`src/rtl/mior_consts.vh`:
```
/*
 * Constants of the multi-I/O read and page program controller.
 * Assumes it is included by bare name from the design files only.
 */
`ifndef MIOR_CONSTS_VH
`define MIOR_CONSTS_VH

// Flash opcodes
`define MIOR_OPC_DUAL_RD 8'hBB
`define MIOR_OPC_QUAD_RD 8'hEB
`define MIOR_OPC_WORD_RD 8'hE7
`define MIOR_OPC_WRAP 8'h77
`define MIOR_OPC_PROG 8'h02
`define MIOR_OPC_QPROG 8'h32
`define MIOR_OPC_WRITE_ENABLE_CMD 8'h06
`define MIOR_OPC_STATUS 8'h05
`define MIOR_CRM_RST_BYTE 8'hFF

// User command kinds
`define MIOR_K_DUAL_RD 3'h0
`define MIOR_K_QUAD_RD 3'h1
`define MIOR_K_WORD_RD 3'h2
`define MIOR_K_WRAP 3'h3
`define MIOR_K_PROG 3'h4
`define MIOR_K_QPROG 3'h5
`define MIOR_K_CRM_RST 3'h6
`define MIOR_K_WRITE_ENABLE_CMD 3'h7

// Lane widths
`define MIOR_LN1 3'h1
`define MIOR_LN2 3'h2
`define MIOR_LN4 3'h4

// Frame layout
`define MIOR_ADDR_BYTES 9'h003
`define MIOR_QUAD_DUMMY 9'h002
`define MIOR_WORD_DUMMY 9'h001
`define MIOR_CONT_KEY 4'hA
`define MIOR_BUSY_BIT 0

// Timing in i_clk cycles
`define MIOR_SCK_HALF 4'h4
`define MIOR_SCK_LAST (`MIOR_SCK_HALF + `MIOR_SCK_HALF - 4'h1)
`define MIOR_CS_GAP 4'h8

`endif

```
`src/rtl/mior_buf2.v`:
```
/*
 * Two-entry byte buffer with valid and ready on both sides.
 * Assumes a single clock and a synchronous active-low reset.
 */
`timescale 1ns/100ps
module mior_buf2 (
    // System
    input wire i_clk,
    input wire i_rst_n,
    // Fill side
    input wire i_in_valid,
    input wire [7:0] i_in_data,
    output wire o_in_ready,
    // Drain side
    output wire o_out_valid,
    output wire [7:0] o_out_data,
    input wire i_out_ready
);

reg [7:0] d0_r;
reg [7:0] d1_r;
reg v0_r;
reg v1_r;
wire pop;
wire push;

assign pop = v0_r & i_out_ready;
assign push = i_in_valid & ~v1_r;
assign o_in_ready = ~v1_r;
assign o_out_valid = v0_r;
assign o_out_data = d0_r;

always @(posedge i_clk)
begin
    if (!i_rst_n)
    begin
        d0_r <= 8'h00;
        d1_r <= 8'h00;
        v0_r <= 1'b0;
        v1_r <= 1'b0;
    end
    else if (pop)
    begin
        if (v1_r)
        begin
            d0_r <= d1_r;
            d1_r <= i_in_data;
            v1_r <= push;
        end
        else
        begin
            d0_r <= i_in_data;
            v0_r <= push;
        end
    end
    else if (push)
    begin
        if (!v0_r)
        begin
            d0_r <= i_in_data;
            v0_r <= 1'b1;
        end
        else
        begin
            d1_r <= i_in_data;
            v1_r <= 1'b1;
        end
    end
end

endmodule // mior_buf2

```
`src/rtl/mior_ctrl.v`:
```
/*
 * Host-side controller for a serial NOR flash: dual/quad I/O reads with
 * continuous read mode, wrap setup, single and quad page program.
 * Assumes the flash pins are resolved outside from out/oe, and the user
 * knows the flash quad-enable status bit and drives i_quad_enable.
 */
// What this block does
// - BBH: address, mode, data two bits
// - Mode nibble A: next frame skips opcode
// - Host resets continuous mode before other commands
// - EBH: address, mode, four dummy clocks quad
// - Quad reads only with quad enable set
// - E7H: address bit zero cleared, two dummies
// - 77H: opcode, 24 dummy bits, wrap byte
// - Write enable precedes every page program
// - Program: select low, opcode, address, data
// - Select rises only after a whole byte
// - 32H: quad lanes, only with quad enable
// - 06H alone in a frame sets latch
`timescale 1ns/100ps
`include "mior_consts.vh"
module mior_ctrl (
    // System
    input wire i_clk,
    input wire i_rst_n,
    // Command port
    input wire i_cmd_valid,
    input wire [2:0] i_cmd_kind,
    input wire [23:0] i_cmd_addr,
    input wire [7:0] i_cmd_mode,
    input wire [8:0] i_cmd_len,
    input wire i_quad_enable,
    output wire o_cmd_ready,
    output wire o_cmd_done,
    output wire o_cmd_err,
    output wire o_cont_mode,
    // Program data
    input wire i_wr_valid,
    input wire [7:0] i_wr_data,
    output wire o_wr_ready,
    // Read data
    output wire o_rd_valid,
    output wire [7:0] o_rd_data,
    input wire i_rd_ready,
    // Flash pins
    output wire o_cs_n,
    output wire o_sclk,
    output wire [3:0] o_io_out,
    output wire [3:0] o_io_oe,
    input wire [3:0] i_io_in
);

localparam [12:0] S_IDLE = 13'h0001;
localparam [12:0] S_START = 13'h0002;
localparam [12:0] S_CRST = 13'h0004;
localparam [12:0] S_WRITE_ENABLE_CMD = 13'h0008;
localparam [12:0] S_OPC = 13'h0010;
localparam [12:0] S_ADDR = 13'h0020;
localparam [12:0] S_MODE = 13'h0040;
localparam [12:0] S_DUMMY = 13'h0080;
localparam [12:0] S_WDATA = 13'h0100;
localparam [12:0] S_RDATA = 13'h0200;
localparam [12:0] S_POLC = 13'h0400;
localparam [12:0] S_POLR = 13'h0800;
localparam [12:0] S_GAP = 13'h1000;

reg [12:0] st_r;
reg [12:0] next_r;
reg [2:0] kind_r;
reg [23:0] addr_r;
reg [7:0] mode_r;
reg [8:0] len_r;
reg [8:0] bcnt_r;
reg [7:0] sh_r;
reg [2:0] lanes_r;
reg [3:0] clk_left_r;
reg [3:0] div_r;
reg run_r;
reg [3:0] cap_r;
reg [3:0] gap_r;
reg cont_r;
reg [2:0] cont_kind_r;
reg [3:0] io_s1_r;
reg [3:0] io_s2_r;
reg push_r;
reg [7:0] push_data_r;
reg cs_n_r;
reg sclk_r;
reg [3:0] io_out_r;
reg [3:0] io_oe_r;
reg ready_r;
reg done_r;
reg err_r;
reg wr_ready_r;
wire buf_in_ready;
wire rise;
wire fall;
wire byte_end;
wire [7:0] rd_byte;

function [3:0] clocks_of;
    input [2:0] ln;
    begin
        case (ln)
            `MIOR_LN2: clocks_of = 4'h4;
            `MIOR_LN4: clocks_of = 4'h2;
            default: clocks_of = 4'h8;
        endcase
    end
endfunction

function [7:0] shift_in;
    input [7:0] sh;
    input [3:0] cap;
    input [2:0] ln;
    begin
        case (ln)
            `MIOR_LN2: shift_in = {sh[5:0], cap[1:0]};
            `MIOR_LN4: shift_in = {sh[3:0], cap};
            default: shift_in = {sh[6:0], cap[1]};
        endcase
    end
endfunction

function [2:0] lanes_of;
    input [2:0] k;
    begin
        case (k)
            `MIOR_K_DUAL_RD: lanes_of = `MIOR_LN2;
            `MIOR_K_QUAD_RD, `MIOR_K_WORD_RD,
            `MIOR_K_WRAP, `MIOR_K_QPROG: lanes_of = `MIOR_LN4;
            default: lanes_of = `MIOR_LN1;
        endcase
    end
endfunction

function is_read;
    input [2:0] k;
    begin
        is_read = (k == `MIOR_K_DUAL_RD) || (k == `MIOR_K_QUAD_RD) ||
            (k == `MIOR_K_WORD_RD);
    end
endfunction

task load;
    input [7:0] b;
    input [2:0] ln;
    begin
        sh_r <= b;
        lanes_r <= ln;
        clk_left_r <= clocks_of(ln);
        run_r <= 1'b1;
        div_r <= 4'h0;
        cs_n_r <= 1'b0;
    end
endtask

task start_addr;
    begin
        load(addr_r[23:16], lanes_of(kind_r));
        addr_r <= {addr_r[15:0], 8'h00};
        bcnt_r <= `MIOR_ADDR_BYTES;
        st_r <= S_ADDR;
    end
endtask

// Every frame ends on a byte boundary, so select never rises mid-byte
task end_frame;
    input [12:0] nx;
    begin
        cs_n_r <= 1'b1;
        gap_r <= `MIOR_CS_GAP;
        next_r <= nx;
        st_r <= S_GAP;
    end
endtask

assign rise = run_r && (div_r == `MIOR_SCK_HALF - 4'h1);
assign fall = run_r && (div_r == `MIOR_SCK_LAST);
assign byte_end = fall && (clk_left_r == 4'h1);
assign rd_byte = shift_in(sh_r, cap_r, lanes_r);

////////////////////////////////////////////////////////////////////////
always @(posedge i_clk)
begin
    io_s1_r <= i_io_in;
    io_s2_r <= io_s1_r;
    if (!i_rst_n)
    begin
        io_s1_r <= 4'h0;
        io_s2_r <= 4'h0;
    end
end

////////////////////////////////////////////////////////////////////////
always @(posedge i_clk)
begin
    if (!i_rst_n)
    begin
        st_r <= S_IDLE;
        next_r <= S_IDLE;
        kind_r <= 3'h0;
        addr_r <= 24'h00_0000;
        mode_r <= 8'h00;
        len_r <= 9'h000;
        bcnt_r <= 9'h000;
        sh_r <= 8'h00;
        lanes_r <= `MIOR_LN1;
        clk_left_r <= 4'h0;
        div_r <= 4'h0;
        run_r <= 1'b0;
        cap_r <= 4'h0;
        gap_r <= 4'h0;
        cont_r <= 1'b0;
        cont_kind_r <= 3'h0;
        push_r <= 1'b0;
        push_data_r <= 8'h00;
        cs_n_r <= 1'b1;
        sclk_r <= 1'b0;
        ready_r <= 1'b0;
        done_r <= 1'b0;
        err_r <= 1'b0;
        wr_ready_r <= 1'b0;
    end
    else
    begin
        push_r <= 1'b0;
        done_r <= 1'b0;
        err_r <= 1'b0;
        // Bit engine; the state machine below may override on byte end
        if (run_r)
        begin
            div_r <= fall ? 4'h0 : div_r + 4'h1;
        end
        if (rise)
        begin
            sclk_r <= 1'b1;
            cap_r <= io_s2_r;
        end
        if (fall)
        begin
            sclk_r <= 1'b0;
            sh_r <= rd_byte;
            clk_left_r <= clk_left_r - 4'h1;
        end
        if (byte_end)
        begin
            run_r <= 1'b0;
        end
        case (st_r)
            S_IDLE:
            begin
                ready_r <= 1'b1;
                if (ready_r && i_cmd_valid)
                begin
                    ready_r <= 1'b0;
                    kind_r <= i_cmd_kind;
                    addr_r <= i_cmd_addr;
                    if (i_cmd_kind == `MIOR_K_WORD_RD)
                    begin
                        addr_r <= {i_cmd_addr[23:1], 1'b0};
                    end
                    if (i_cmd_kind == `MIOR_K_WRAP)
                    begin
                        addr_r <= 24'h00_0000;
                    end
                    mode_r <= i_cmd_mode;
                    len_r <= i_cmd_len;
                    st_r <= S_START;
                end
            end
            S_START:
            begin
                if (lanes_of(kind_r) == `MIOR_LN4 && kind_r != `MIOR_K_WRAP
                    && !i_quad_enable)
                begin
                    err_r <= 1'b1;
                    st_r <= S_IDLE;
                end
                else if (cont_r && is_read(kind_r) &&
                    kind_r == cont_kind_r)
                begin
                    start_addr;
                end
                else if (cont_r || kind_r == `MIOR_K_CRM_RST)
                begin
                    load(`MIOR_CRM_RST_BYTE, `MIOR_LN1);
                    st_r <= S_CRST;
                end
                else if (kind_r == `MIOR_K_PROG || kind_r == `MIOR_K_QPROG
                    || kind_r == `MIOR_K_WRITE_ENABLE_CMD)
                begin
                    load(`MIOR_OPC_WRITE_ENABLE_CMD, `MIOR_LN1);
                    st_r <= S_WRITE_ENABLE_CMD;
                end
                else
                begin
                    next_r <= S_OPC;
                    st_r <= S_GAP;
                    gap_r <= 4'h0;
                end
            end
            S_CRST:
            begin
                if (byte_end)
                begin
                    cont_r <= 1'b0;
                    end_frame(kind_r == `MIOR_K_CRM_RST ? S_IDLE : S_START);
                end
            end
            S_WRITE_ENABLE_CMD:
            begin
                if (byte_end)
                begin
                    end_frame(kind_r == `MIOR_K_WRITE_ENABLE_CMD ? S_IDLE : S_OPC);
                end
            end
            S_OPC:
            begin
                if (byte_end)
                begin
                    start_addr;
                end
            end
            S_ADDR:
            begin
                if (byte_end)
                begin
                    bcnt_r <= bcnt_r - 9'h001;
                    if (bcnt_r > 9'h001)
                    begin
                        load(addr_r[23:16], lanes_r);
                        addr_r <= {addr_r[15:0], 8'h00};
                    end
                    else if (kind_r == `MIOR_K_PROG ||
                        kind_r == `MIOR_K_QPROG)
                    begin
                        bcnt_r <= len_r;
                        wr_ready_r <= 1'b1;
                        st_r <= S_WDATA;
                    end
                    else
                    begin
                        load(mode_r, lanes_r);
                        st_r <= S_MODE;
                    end
                end
            end
            S_MODE:
            begin
                if (byte_end)
                begin
                    bcnt_r <= len_r;
                    if (kind_r == `MIOR_K_WRAP)
                    begin
                        end_frame(S_IDLE);
                    end
                    else
                    begin
                        cont_r <= (mode_r[7:4] == `MIOR_CONT_KEY);
                        cont_kind_r <= kind_r;
                        st_r <= S_RDATA;
                        if (kind_r != `MIOR_K_DUAL_RD)
                        begin
                            bcnt_r <= (kind_r == `MIOR_K_WORD_RD) ?
                                `MIOR_WORD_DUMMY : `MIOR_QUAD_DUMMY;
                            load(8'h00, `MIOR_LN4);
                            st_r <= S_DUMMY;
                        end
                    end
                end
            end
            S_DUMMY:
            begin
                if (byte_end)
                begin
                    bcnt_r <= bcnt_r - 9'h001;
                    if (bcnt_r > 9'h001)
                    begin
                        load(8'h00, `MIOR_LN4);
                    end
                    else
                    begin
                        bcnt_r <= len_r;
                        st_r <= S_RDATA;
                    end
                end
            end
            S_WDATA:
            begin
                if (wr_ready_r && i_wr_valid && !run_r)
                begin
                    wr_ready_r <= 1'b0;
                    load(i_wr_data, lanes_of(kind_r));
                end
                if (byte_end)
                begin
                    bcnt_r <= bcnt_r - 9'h001;
                    if (bcnt_r > 9'h001)
                    begin
                        wr_ready_r <= 1'b1;
                    end
                    else
                    begin
                        end_frame(S_POLC);
                    end
                end
            end
            S_RDATA:
            begin
                // Clock stays low while the buffer is full: no byte lost
                if (!run_r && buf_in_ready && !push_r)
                begin
                    load(8'h00, lanes_r);
                end
                if (byte_end)
                begin
                    push_r <= 1'b1;
                    push_data_r <= rd_byte;
                    bcnt_r <= bcnt_r - 9'h001;
                    if (bcnt_r <= 9'h001)
                    begin
                        end_frame(S_IDLE);
                    end
                end
            end
            S_POLC:
            begin
                if (byte_end)
                begin
                    load(8'h00, `MIOR_LN1);
                    st_r <= S_POLR;
                end
            end
            S_POLR:
            begin
                if (byte_end)
                begin
                    if (rd_byte[`MIOR_BUSY_BIT])
                    begin
                        load(8'h00, `MIOR_LN1);
                    end
                    else
                    begin
                        end_frame(S_IDLE);
                    end
                end
            end
            S_GAP:
            begin
                gap_r <= gap_r - 4'h1;
                if (gap_r == 4'h0)
                begin
                    st_r <= next_r;
                    done_r <= (next_r == S_IDLE);
                    if (next_r == S_OPC)
                    begin
                        case (kind_r)
                            `MIOR_K_DUAL_RD: load(`MIOR_OPC_DUAL_RD, `MIOR_LN1);
                            `MIOR_K_QUAD_RD: load(`MIOR_OPC_QUAD_RD, `MIOR_LN1);
                            `MIOR_K_WORD_RD: load(`MIOR_OPC_WORD_RD, `MIOR_LN1);
                            `MIOR_K_WRAP: load(`MIOR_OPC_WRAP, `MIOR_LN1);
                            `MIOR_K_QPROG: load(`MIOR_OPC_QPROG, `MIOR_LN1);
                            default: load(`MIOR_OPC_PROG, `MIOR_LN1);
                        endcase
                    end
                    if (next_r == S_POLC)
                    begin
                        load(`MIOR_OPC_STATUS, `MIOR_LN1);
                    end
                end
            end
            default:
            begin
                st_r <= S_IDLE;
            end
        endcase
    end
end

////////////////////////////////////////////////////////////////////////
// Pin drivers, one cycle behind the shifter, well inside the low phase
always @(posedge i_clk)
begin
    if (!i_rst_n || cs_n_r)
    begin
        io_out_r <= 4'h0;
        io_oe_r <= 4'h0;
    end
    else if (st_r == S_CRST)
    begin
        io_out_r <= 4'hF;
        io_oe_r <= 4'hF;
    end
    else if (st_r == S_WRITE_ENABLE_CMD || st_r == S_OPC || st_r == S_ADDR ||
        st_r == S_MODE || st_r == S_WDATA || st_r == S_POLC)
    begin
        case (lanes_r)
            `MIOR_LN2:
            begin
                io_out_r <= {2'b00, sh_r[7:6]};
                io_oe_r <= 4'h3;
            end
            `MIOR_LN4:
            begin
                io_out_r <= sh_r[7:4];
                io_oe_r <= 4'hF;
            end
            default:
            begin
                io_out_r <= {3'b000, sh_r[7]};
                io_oe_r <= 4'h1;
            end
        endcase
    end
    else
    begin
        io_out_r <= 4'h0;
        io_oe_r <= 4'h0;
    end
end

mior_buf2 u_rdbuf (
    .i_clk(i_clk),
    .i_rst_n(i_rst_n),
    .i_in_valid(push_r),
    .i_in_data(push_data_r),
    .o_in_ready(buf_in_ready),
    .o_out_valid(o_rd_valid),
    .o_out_data(o_rd_data),
    .i_out_ready(i_rd_ready)
);

assign o_cmd_ready = ready_r;
assign o_cmd_done = done_r;
assign o_cmd_err = err_r;
assign o_cont_mode = cont_r;
assign o_wr_ready = wr_ready_r;
assign o_cs_n = cs_n_r;
assign o_sclk = sclk_r;
assign o_io_out = io_out_r;
assign o_io_oe = io_oe_r;

endmodule // mior_ctrl

```
`config.mk`:
```
export PLATFORM = sky130hd
export DESIGN_NAME = mior_ctrl
export DESIGN_NICKNAME = d
export VERILOG_FILES = /design/src/rtl/mior_buf2.v /design/src/rtl/mior_ctrl.v
export VERILOG_INCLUDE_DIRS = /design/src /design/src/rtl
export SDC_FILE = /design/constraint.sdc
export NUM_CORES = 1
export LEC_CHECK = 0
export BUFFER_PORTS_ARGS = -buffer_cell sky130_fd_sc_hd__buf_2
export CORE_UTILIZATION = 50
export DETAILED_ROUTE_END_ITERATION = 8
export MAX_ROUTING_LAYER = met4
export PLACE_DENSITY = 0.7
export SETUP_SLACK_MARGIN = 0.05
export SLEW_MARGIN = 20
export SYNTH_ARGS = -nofsm -noshare
export SYNTH_HDL_FRONTEND = slang
export SYNTH_SLANG_ARGS = --single-unit
```
`constraint.sdc`:
```
create_clock -name i_clk -period 6.2 [get_ports i_clk]
set_input_delay 1.24 -clock i_clk [delete_from_list [all_inputs] [get_ports i_clk]]
set_output_delay 1.24 -clock i_clk [all_outputs]
set_load 0.01 [all_outputs]
```
==> impl_metrics.env, run 1 <==
export IMPL_status="completed"
export IMPL_cts_resized=0
export IMPL_wl_met1_mm=12.0
export IMPL_synthXorXnorAreaFrac=0.0213
export IMPL_clock_sinks=150
export IMPL_synth_seq_area_share=0.348
export IMPL_drtPass1Iterations=8
export IMPL_hold_buffers=0
export IMPL_p_clk_frac=0.359
export IMPL_intPower_mw=1.88
export IMPL_syn_area_um2=8630
export IMPL_cts_tree="yes"
export IMPL_p_leak_nw=3.78
export IMPL_die_height_um=133
export IMPL_die_w_um=133
export IMPL_utilization=0.582
export IMPL_setup_viol=0
export IMPL_synth_edf_count=0
export IMPL_setup_tns_final_ns=0
export IMPL_ys_seq_elements=150
export IMPL_row_count=47
export IMPL_async_flop_share=0
export IMPL_crit_path_start_kind="flip-flop"
export IMPL_grt_pass1_wl_mm=43.3
export IMPL_vias_per_cell=6.28
export IMPL_synth_most_common_cell="nand2_1"
export IMPL_area_delta_synth_final_pct=12.6
export IMPL_grt_pass1_vias=7852
export IMPL_max_freq_mhz=247
export IMPL_wl_met2_mm=12.4
export IMPL_reg2reg_depth=8
export IMPL_maxSlewViolCount=0
export IMPL_synth_top_family_by_area="simple AND/OR/NAND/NOR gates"
export IMPL_htree_levels=4
export IMPL_synth_top_area_cell="dfxtp_1"
export IMPL_rsz0062_at_grt="false"
export IMPL_netlist_area_leader_share=0.348
export IMPL_yosys_most_used_dff="dfxtp_1"
export IMPL_n_antenna_cell=0
export IMPL_first_iter_violations=1293
export IMPL_dpl_hpwl_mm=19.9
export IMPL_wl_met3_mm=2.43
export IMPL_crit_type="reg -> reg"
export IMPL_synth_warnings=0
export IMPL_ys_top_cells_by_area="dfxtp_1, nand2_1, a21oi_1"
export IMPL_drt_wl_total_mm=27.7
export IMPL_cp_max_fo=16
export IMPL_yosys_area_share_simple=0.279
export IMPL_pwr_share_comb=0.249
export IMPL_top_layer="met4"
export IMPL_crit_required_ns=6.56
export IMPL_core_area_um2=16700
export IMPL_ios=86
export IMPL_drive_gt1_frac=0.141
export IMPL_holdCritPathClass="reg -> reg"
export IMPL_critPathCaptureType="flip-flop"
export IMPL_grt_ovfl_total=0
export IMPL_drv_cap=0
export IMPL_cts_buffers_inserted=17
export IMPL_nNetsFinal=1232
export IMPL_switching_power_mw=1.06
export IMPL_reg2reg_slack_ns=2.14
export IMPL_num_vias=8767
export IMPL_vdd_drop_max_uv=216
export IMPL_timing_rr_start="div_r[0]$_SDFF_PN0_"
export IMPL_routedWlPerCell_um=19.9
export IMPL_cellPowerDensity_nw_per_um2=303
export IMPL_drc=0
export IMPL_drtAntennaViolNets=0
export IMPL_synth_nets=1193
export IMPL_synth_compound_area_frac=0.256
export IMPL_antenna_found_initial=0
export IMPL_ys_types=86
export IMPL_insertion_delay_ns=0.45
export IMPL_power_frac_seq=0.393
export IMPL_synthCells=1123
export IMPL_synth_top_cells_by_count="nand2_1, dfxtp_1, nor2_1, a21oi_1, o21ai_0"
export IMPL_whs_ns=0.433
export IMPL_slew_headroom=0.281
export IMPL_post_cts_buffers=0
export IMPL_min_period_ns=4.06
export IMPL_port_buffers=85
export IMPL_place_gp_congestion=1.02
export IMPL_worstSetupEndpoint="next_r[1]$_SDFFE_PN0P_"
export IMPL_hold_viol=0
export IMPL_grt_max_degree=67
export IMPL_grt_use_total=0.323
export IMPL_cts_root_buf="clkbuf_16"
export IMPL_synthAdderAreaFrac=0.0116
export IMPL_worstPathArrival_ns=4.42
export IMPL_sw_frac_of_total=0.362
export IMPL_synth_mux_area_frac=0.0372
export IMPL_dieArea_um2=17800
export IMPL_worst_pin_slew_ns=1.07
export IMPL_cts_clk_slew_worst_paths_ns=0.07
export IMPL_floorplan_initialDensity=0.517
export IMPL_clock_path_buffers=2
export IMPL_avgSynthCellArea_um2=7.69
export IMPL_r2r_end="next_r[1]$_SDFFE_PN0P_"
export IMPL_clock_skew_final_ns=0.0164
export IMPL_period_share=0.654
export IMPL_worstSetupStartpoint="div_r[0]$_SDFF_PN0_"
==> registers in the layout (all words and copies together), names as in the netlist, 4 cells and up <==
name and flops:
div_r 4, st_r 13, gap_r 4, sh_r 8, cap_r 4, next_r 4
push_data_r 8, io_s1_r 4, len_r 9, u_rdbuf.d1_r 8, mode_r 8, u_rdbuf.o_out_data 8
bcnt_r 9, o_io_out 4, io_s2_r 4, clk_left_r 4, addr_r 24
==> logic make-up after synthesis <==
| kind of cell | Yosys count |
|---|---|
| DFF | 150 |
| adders and majority gates | 8 |
| xor gates and xnor gates | 21 |
| muxes | 32 |
| buffers and inverters | 96 |
| and+or+nand+nor | 479 |
| AOI/OAI and AO/OA | 337 |
==> placed cells by master, fill, tap and decap left out, types with 9 or more instances in the layout <==
| master | n |
|---|---|
| xor2_1 | 15 |
| a211oi_1 | 22 |
| nor4_1 | 9 |
| nand2_1 | 163 |
| inv_1 | 21 |
| o21ai_0 | 55 |
| a31oi_1 | 12 |
| o22ai_1 | 9 |
| nor3_1 | 24 |
| nor2_1 | 112 |
| nand4_1 | 25 |
| clkbuf_16 | 17 |
| o211ai_1 | 16 |
| mux2i_1 | 31 |
| and2_1 | 12 |
| a21oi_1 | 109 |
| nor2b_1 | 12 |
| dfxtp_1 | 150 |
| nand3_1 | 29 |
| a22o_1 | 22 |
| buf_2 | 85 |
| buf_4 | 9 |
| nand2b_1 | 11 |
==> cell type report <==
cell class,instances,area (um^2)
fill,1613,6980
multi-input combinational,877,5270
sequential,150,3000
timing repair buffer,94,493
clock buffer,18,439
tap,220,275
clock inverter,14,153
inverter,22,83.8
==> through the flow <==
step                      instances  setup WS, ns  area, um^2  total power, mW
after CTS                      1395          2.36        9690             2.93
final                          1395          2.14        9720             2.94
after global placement         1363          2.55        9090             1.87
after floorplan                1123          3.10        8630             1.68
after global routing           1395          1.94        9720             3.08
after detailed placement       1363          2.40        9090             1.88
==> worst max-delay path, cell delays in order, from the launching register on <==
cell and delay (ns):
dfxtp_1 0.37, ha_1 0.20, nand4b_1 0.46, nor4b_4 0.88
nor4_1 0.18, nor2_1 0.39, nand3_1 0.65, a21oi_1 0.60
mux2i_1 0.23
==> per-layer routing <==
layer | vias up | GRT usage
met2 | 462 | 0.489
li1 | 4184 | -
met4 | 0 | 0.135
met1 | 4043 | 0.420
met3 | 78 | 0.0605
met5 | - | -
==> how the worst min path moves through the flow <==
stage	from	to	cells after the start
finish	io_s1_r[0]$_SDFF_PN0_	io_s2_r[0]$_SDFF_PN0_	1
global route	io_s1_r[2]$_SDFF_PN0_	io_s2_r[2]$_SDFF_PN0_	1
CTS	io_s1_r[0]$_SDFF_PN0_	io_s2_r[0]$_SDFF_PN0_	1
detailed placement	io_s1_r[0]$_SDFF_PN0_	io_s2_r[0]$_SDFF_PN0_	1
global placement	io_s1_r[3]$_SDFF_PN0_	io_s2_r[3]$_SDFF_PN0_	1
floorplan	io_s1_r[0]$_SDFF_PN0_	io_s2_r[0]$_SDFF_PN0_	1
==> power by group through the flow <==
stage,sequential [mW],combinational [mW],clock [mW]
after floorplan,1.13,0.553,0
after global placement,1.17,0.696,0
after detailed placement,1.18,0.700,0
after CTS,1.15,0.705,1.07
after global routing,1.17,0.803,1.11
final,1.16,0.732,1.06
Note: power is estimated with default switching activity, not from simulation.
==> run 2: changes to the inputs <==
--- a/config.mk
+++ b/config.mk
@@ -10,7 +10,7 @@
 export CORE_UTILIZATION = 50
 export DETAILED_ROUTE_END_ITERATION = 8
 export MAX_ROUTING_LAYER = met4
-export PLACE_DENSITY = 0.7
+export PLACE_DENSITY = 0.73
 export SETUP_SLACK_MARGIN = 0.05
 export SLEW_MARGIN = 20
 export SYNTH_ARGS = -nofsm -noshare
==> constraint.sdc (replaced) <==
create_clock -name i_clk -period 3.3 [get_ports i_clk]
set_input_delay 0.66 -clock i_clk [delete_from_list [all_inputs] [get_ports i_clk]]
set_output_delay 0.66 -clock i_clk [all_outputs]
set_load 0.01 [all_outputs]
==> impl_metrics.env, run 2 (synthesis results as in run 1) <==
export IMPL_p_clk_frac=0.364
export IMPL_area_delta_synth_final_pct=16.1
export IMPL_drive_gt1_frac=0.165
export IMPL_dieArea_um2=17800
export IMPL_timing_rr_start="div_r[0]$_SDFF_PN0_"
export IMPL_ios=86
export IMPL_min_to="io_s1_r[1]$_SDFF_PN0_"
export IMPL_worstPathArrival_ns=3.35
export IMPL_cts_resized=0
export IMPL_grt_pass1_wl_mm=44.8
export IMPL_clock_path_buffers=2
export IMPL_final_common_cell="nand2_1"
export IMPL_sw_frac_of_total=0.348
export IMPL_post_cts_buffers=0
export IMPL_row_count=47
export IMPL_grt_max_degree=39
export IMPL_htree_levels=4
export IMPL_reg2reg_slack_ns=0.26
export IMPL_slew_headroom=0.293
export IMPL_drt_wl_total_mm=28.8
export IMPL_crit_required_ns=3.61
export IMPL_floorplan_initialDensity=0.517
export IMPL_hold_viol=0
export IMPL_cts_tree="yes"
export IMPL_vias_per_cell=6.26
export IMPL_fillers=1563
export IMPL_setup_tns_final_ns=0
export IMPL_insertion_delay_ns=0.44
export IMPL_critPathCaptureType="flip-flop"
export IMPL_num_vias=8961
export IMPL_whs_path_depth=2
export IMPL_placed_area_um2=9380
export IMPL_crit_path_start_kind="flip-flop"
export IMPL_drtPass1Iterations=6
export IMPL_cellPowerDensity_nw_per_um2=574
export IMPL_worst_pin_slew_ns=1.05
export IMPL_multi_input_area_um2=5250
export IMPL_rsz0062_at_grt="false"
export IMPL_cts_root_buf="clkbuf_16"
export IMPL_antenna_found_initial=0
export IMPL_intPower_mw=3.75
export IMPL_cts_clk_slew_worst_paths_ns=0.06
export IMPL_vdd_drop_max_uv=458
export IMPL_hold_buffers=0
export IMPL_period_share=0.922
export IMPL_port_buffers=85
export IMPL_min_period_ns=3.04
export IMPL_nNetsFinal=1269
export IMPL_cts_buffers_inserted=17
export IMPL_status="completed"
export IMPL_n_antenna_cell=0
export IMPL_die_w_um=133
export IMPL_maxSlewViolCount=0
export IMPL_switching_power_mw=2.00
export IMPL_p_leak_nw=3.97
export IMPL_final_cell_mix="nand2_1, dfxtp_1, nor2_1"
export IMPL_setup_viol=0
export IMPL_place_gp_congestion=1.05
export IMPL_routedWlPerCell_um=20.1
export IMPL_cp_max_fo=24
export IMPL_drv_cap=0
export IMPL_drc=0
export IMPL_dpl_hpwl_mm=21.4
export IMPL_largest_reg_flops=24
export IMPL_min_from="i_io_in[1]"
export IMPL_r2r_end="sh_r[7]$_SDFF_PN0_"
export IMPL_first_iter_violations=1038
export IMPL_final_area_um2=10000
export IMPL_reg2reg_depth=9
export IMPL_power_frac_seq=0.373
export IMPL_die_height_um=133
export IMPL_grt_use_total=0.337
export IMPL_worstSetupStartpoint="div_r[0]$_SDFF_PN0_"
export IMPL_drtAntennaViolNets=0
export IMPL_largest_register="addr_r"
export IMPL_clock_skew_final_ns=0.00961
export IMPL_grt_ovfl_total=0
export IMPL_top_regs="addr_r x24, st_r x13"
export IMPL_grt_pass1_vias=8077
export IMPL_crit_type="reg -> reg"
export IMPL_holdCritPathClass="in -> reg"
export IMPL_seqCellArea_um2=3000
export IMPL_clock_sinks=150
export IMPL_pwr_share_comb=0.263
export IMPL_core_area_um2=16700
export IMPL_max_freq_mhz=329
==> run 2: changes by cell type in the layout (fill, tap and decap cells not counted), sizes merged <==
cell	change
inv	-2
clkinvlp	+1
bufinv	+2
buf	+37
clkbuf	-1
==> run 2: how the worst max path moves through the flow <==
| stage | cells after the start | endpoint | slack, ns |
|---|---|---|---|
| CTS | 9 | sh_r[7]$_SDFF_PN0_ | 0.24 |
| finish | 9 | sh_r[7]$_SDFF_PN0_ | 0.26 |
| global placement | 9 | sh_r[7]$_SDFF_PN0_ | 0.41 |
| detailed placement | 9 | sh_r[7]$_SDFF_PN0_ | 0.26 |
| floorplan | 7 | sh_r[7]$_SDFF_PN0_ | 0.78 |
| global route | 9 | sh_r[7]$_SDFF_PN0_ | 0.12 |
==> run 2: layout make-up <==
cell class | count | area share
multi-input cells | 877 | 0.523
flip-flops and latches | 150 | 0.300
repair buffers | 131 | 0.0781
clock buffers | 17 | 0.0424
well taps | 220 | 0.0275
clock inverters | 15 | 0.0208
inverters | 22 | 0.00836
==> run 2: metrics by stage <==
stage,setup slack [ns],utilization,hold WS [ns],power (mW),std cells
4_1_cts,0.244,0.599,0.418,5.75,1431
2_1_floorplan,0.781,-,0.412,3.17,1123
6_report,0.257,0.600,0.430,5.75,1432
5_1_grt,0.118,0.600,0.425,6.00,1432
3_3_place_gp,0.409,0.561,0.413,3.64,1399
3_5_place_dp,0.262,0.561,0.425,3.65,1399
==> run 2: power groups by stage <==
stage / Clock [mW] / Sequential (mW) / Combinational (mW)
final: 2.09 / 2.15 / 1.51
after global routing: 2.20 / 2.16 / 1.64
after CTS: 2.12 / 2.14 / 1.48
after detailed placement: 0 / 2.18 / 1.47
after global placement: 0 / 2.18 / 1.47
after floorplan: 0 / 2.13 / 1.04
==> run 2: worst max-delay path, stage by stage (launching register included) <==
cell      delay, ns
dfxtp_1        0.39
ha_1           0.21
nand4b_1       0.26
nor4b_4        0.43
buf_4          0.35
o22ai_1        0.15
nor3_2         0.31
and4_1         0.33
a21oi_1        0.09
o41a_1         0.39
==> run 2: metal layers <==
metal / track usage / vias up / wire, um
li1: - / 4260 / -
met1: 0.428 / 4107 / 12400
met2: 0.495 / 488 / 12400
met3: 0.0784 / 106 / 2530
met4: 0.177 / 0 / 1430
met5: - / - / 0
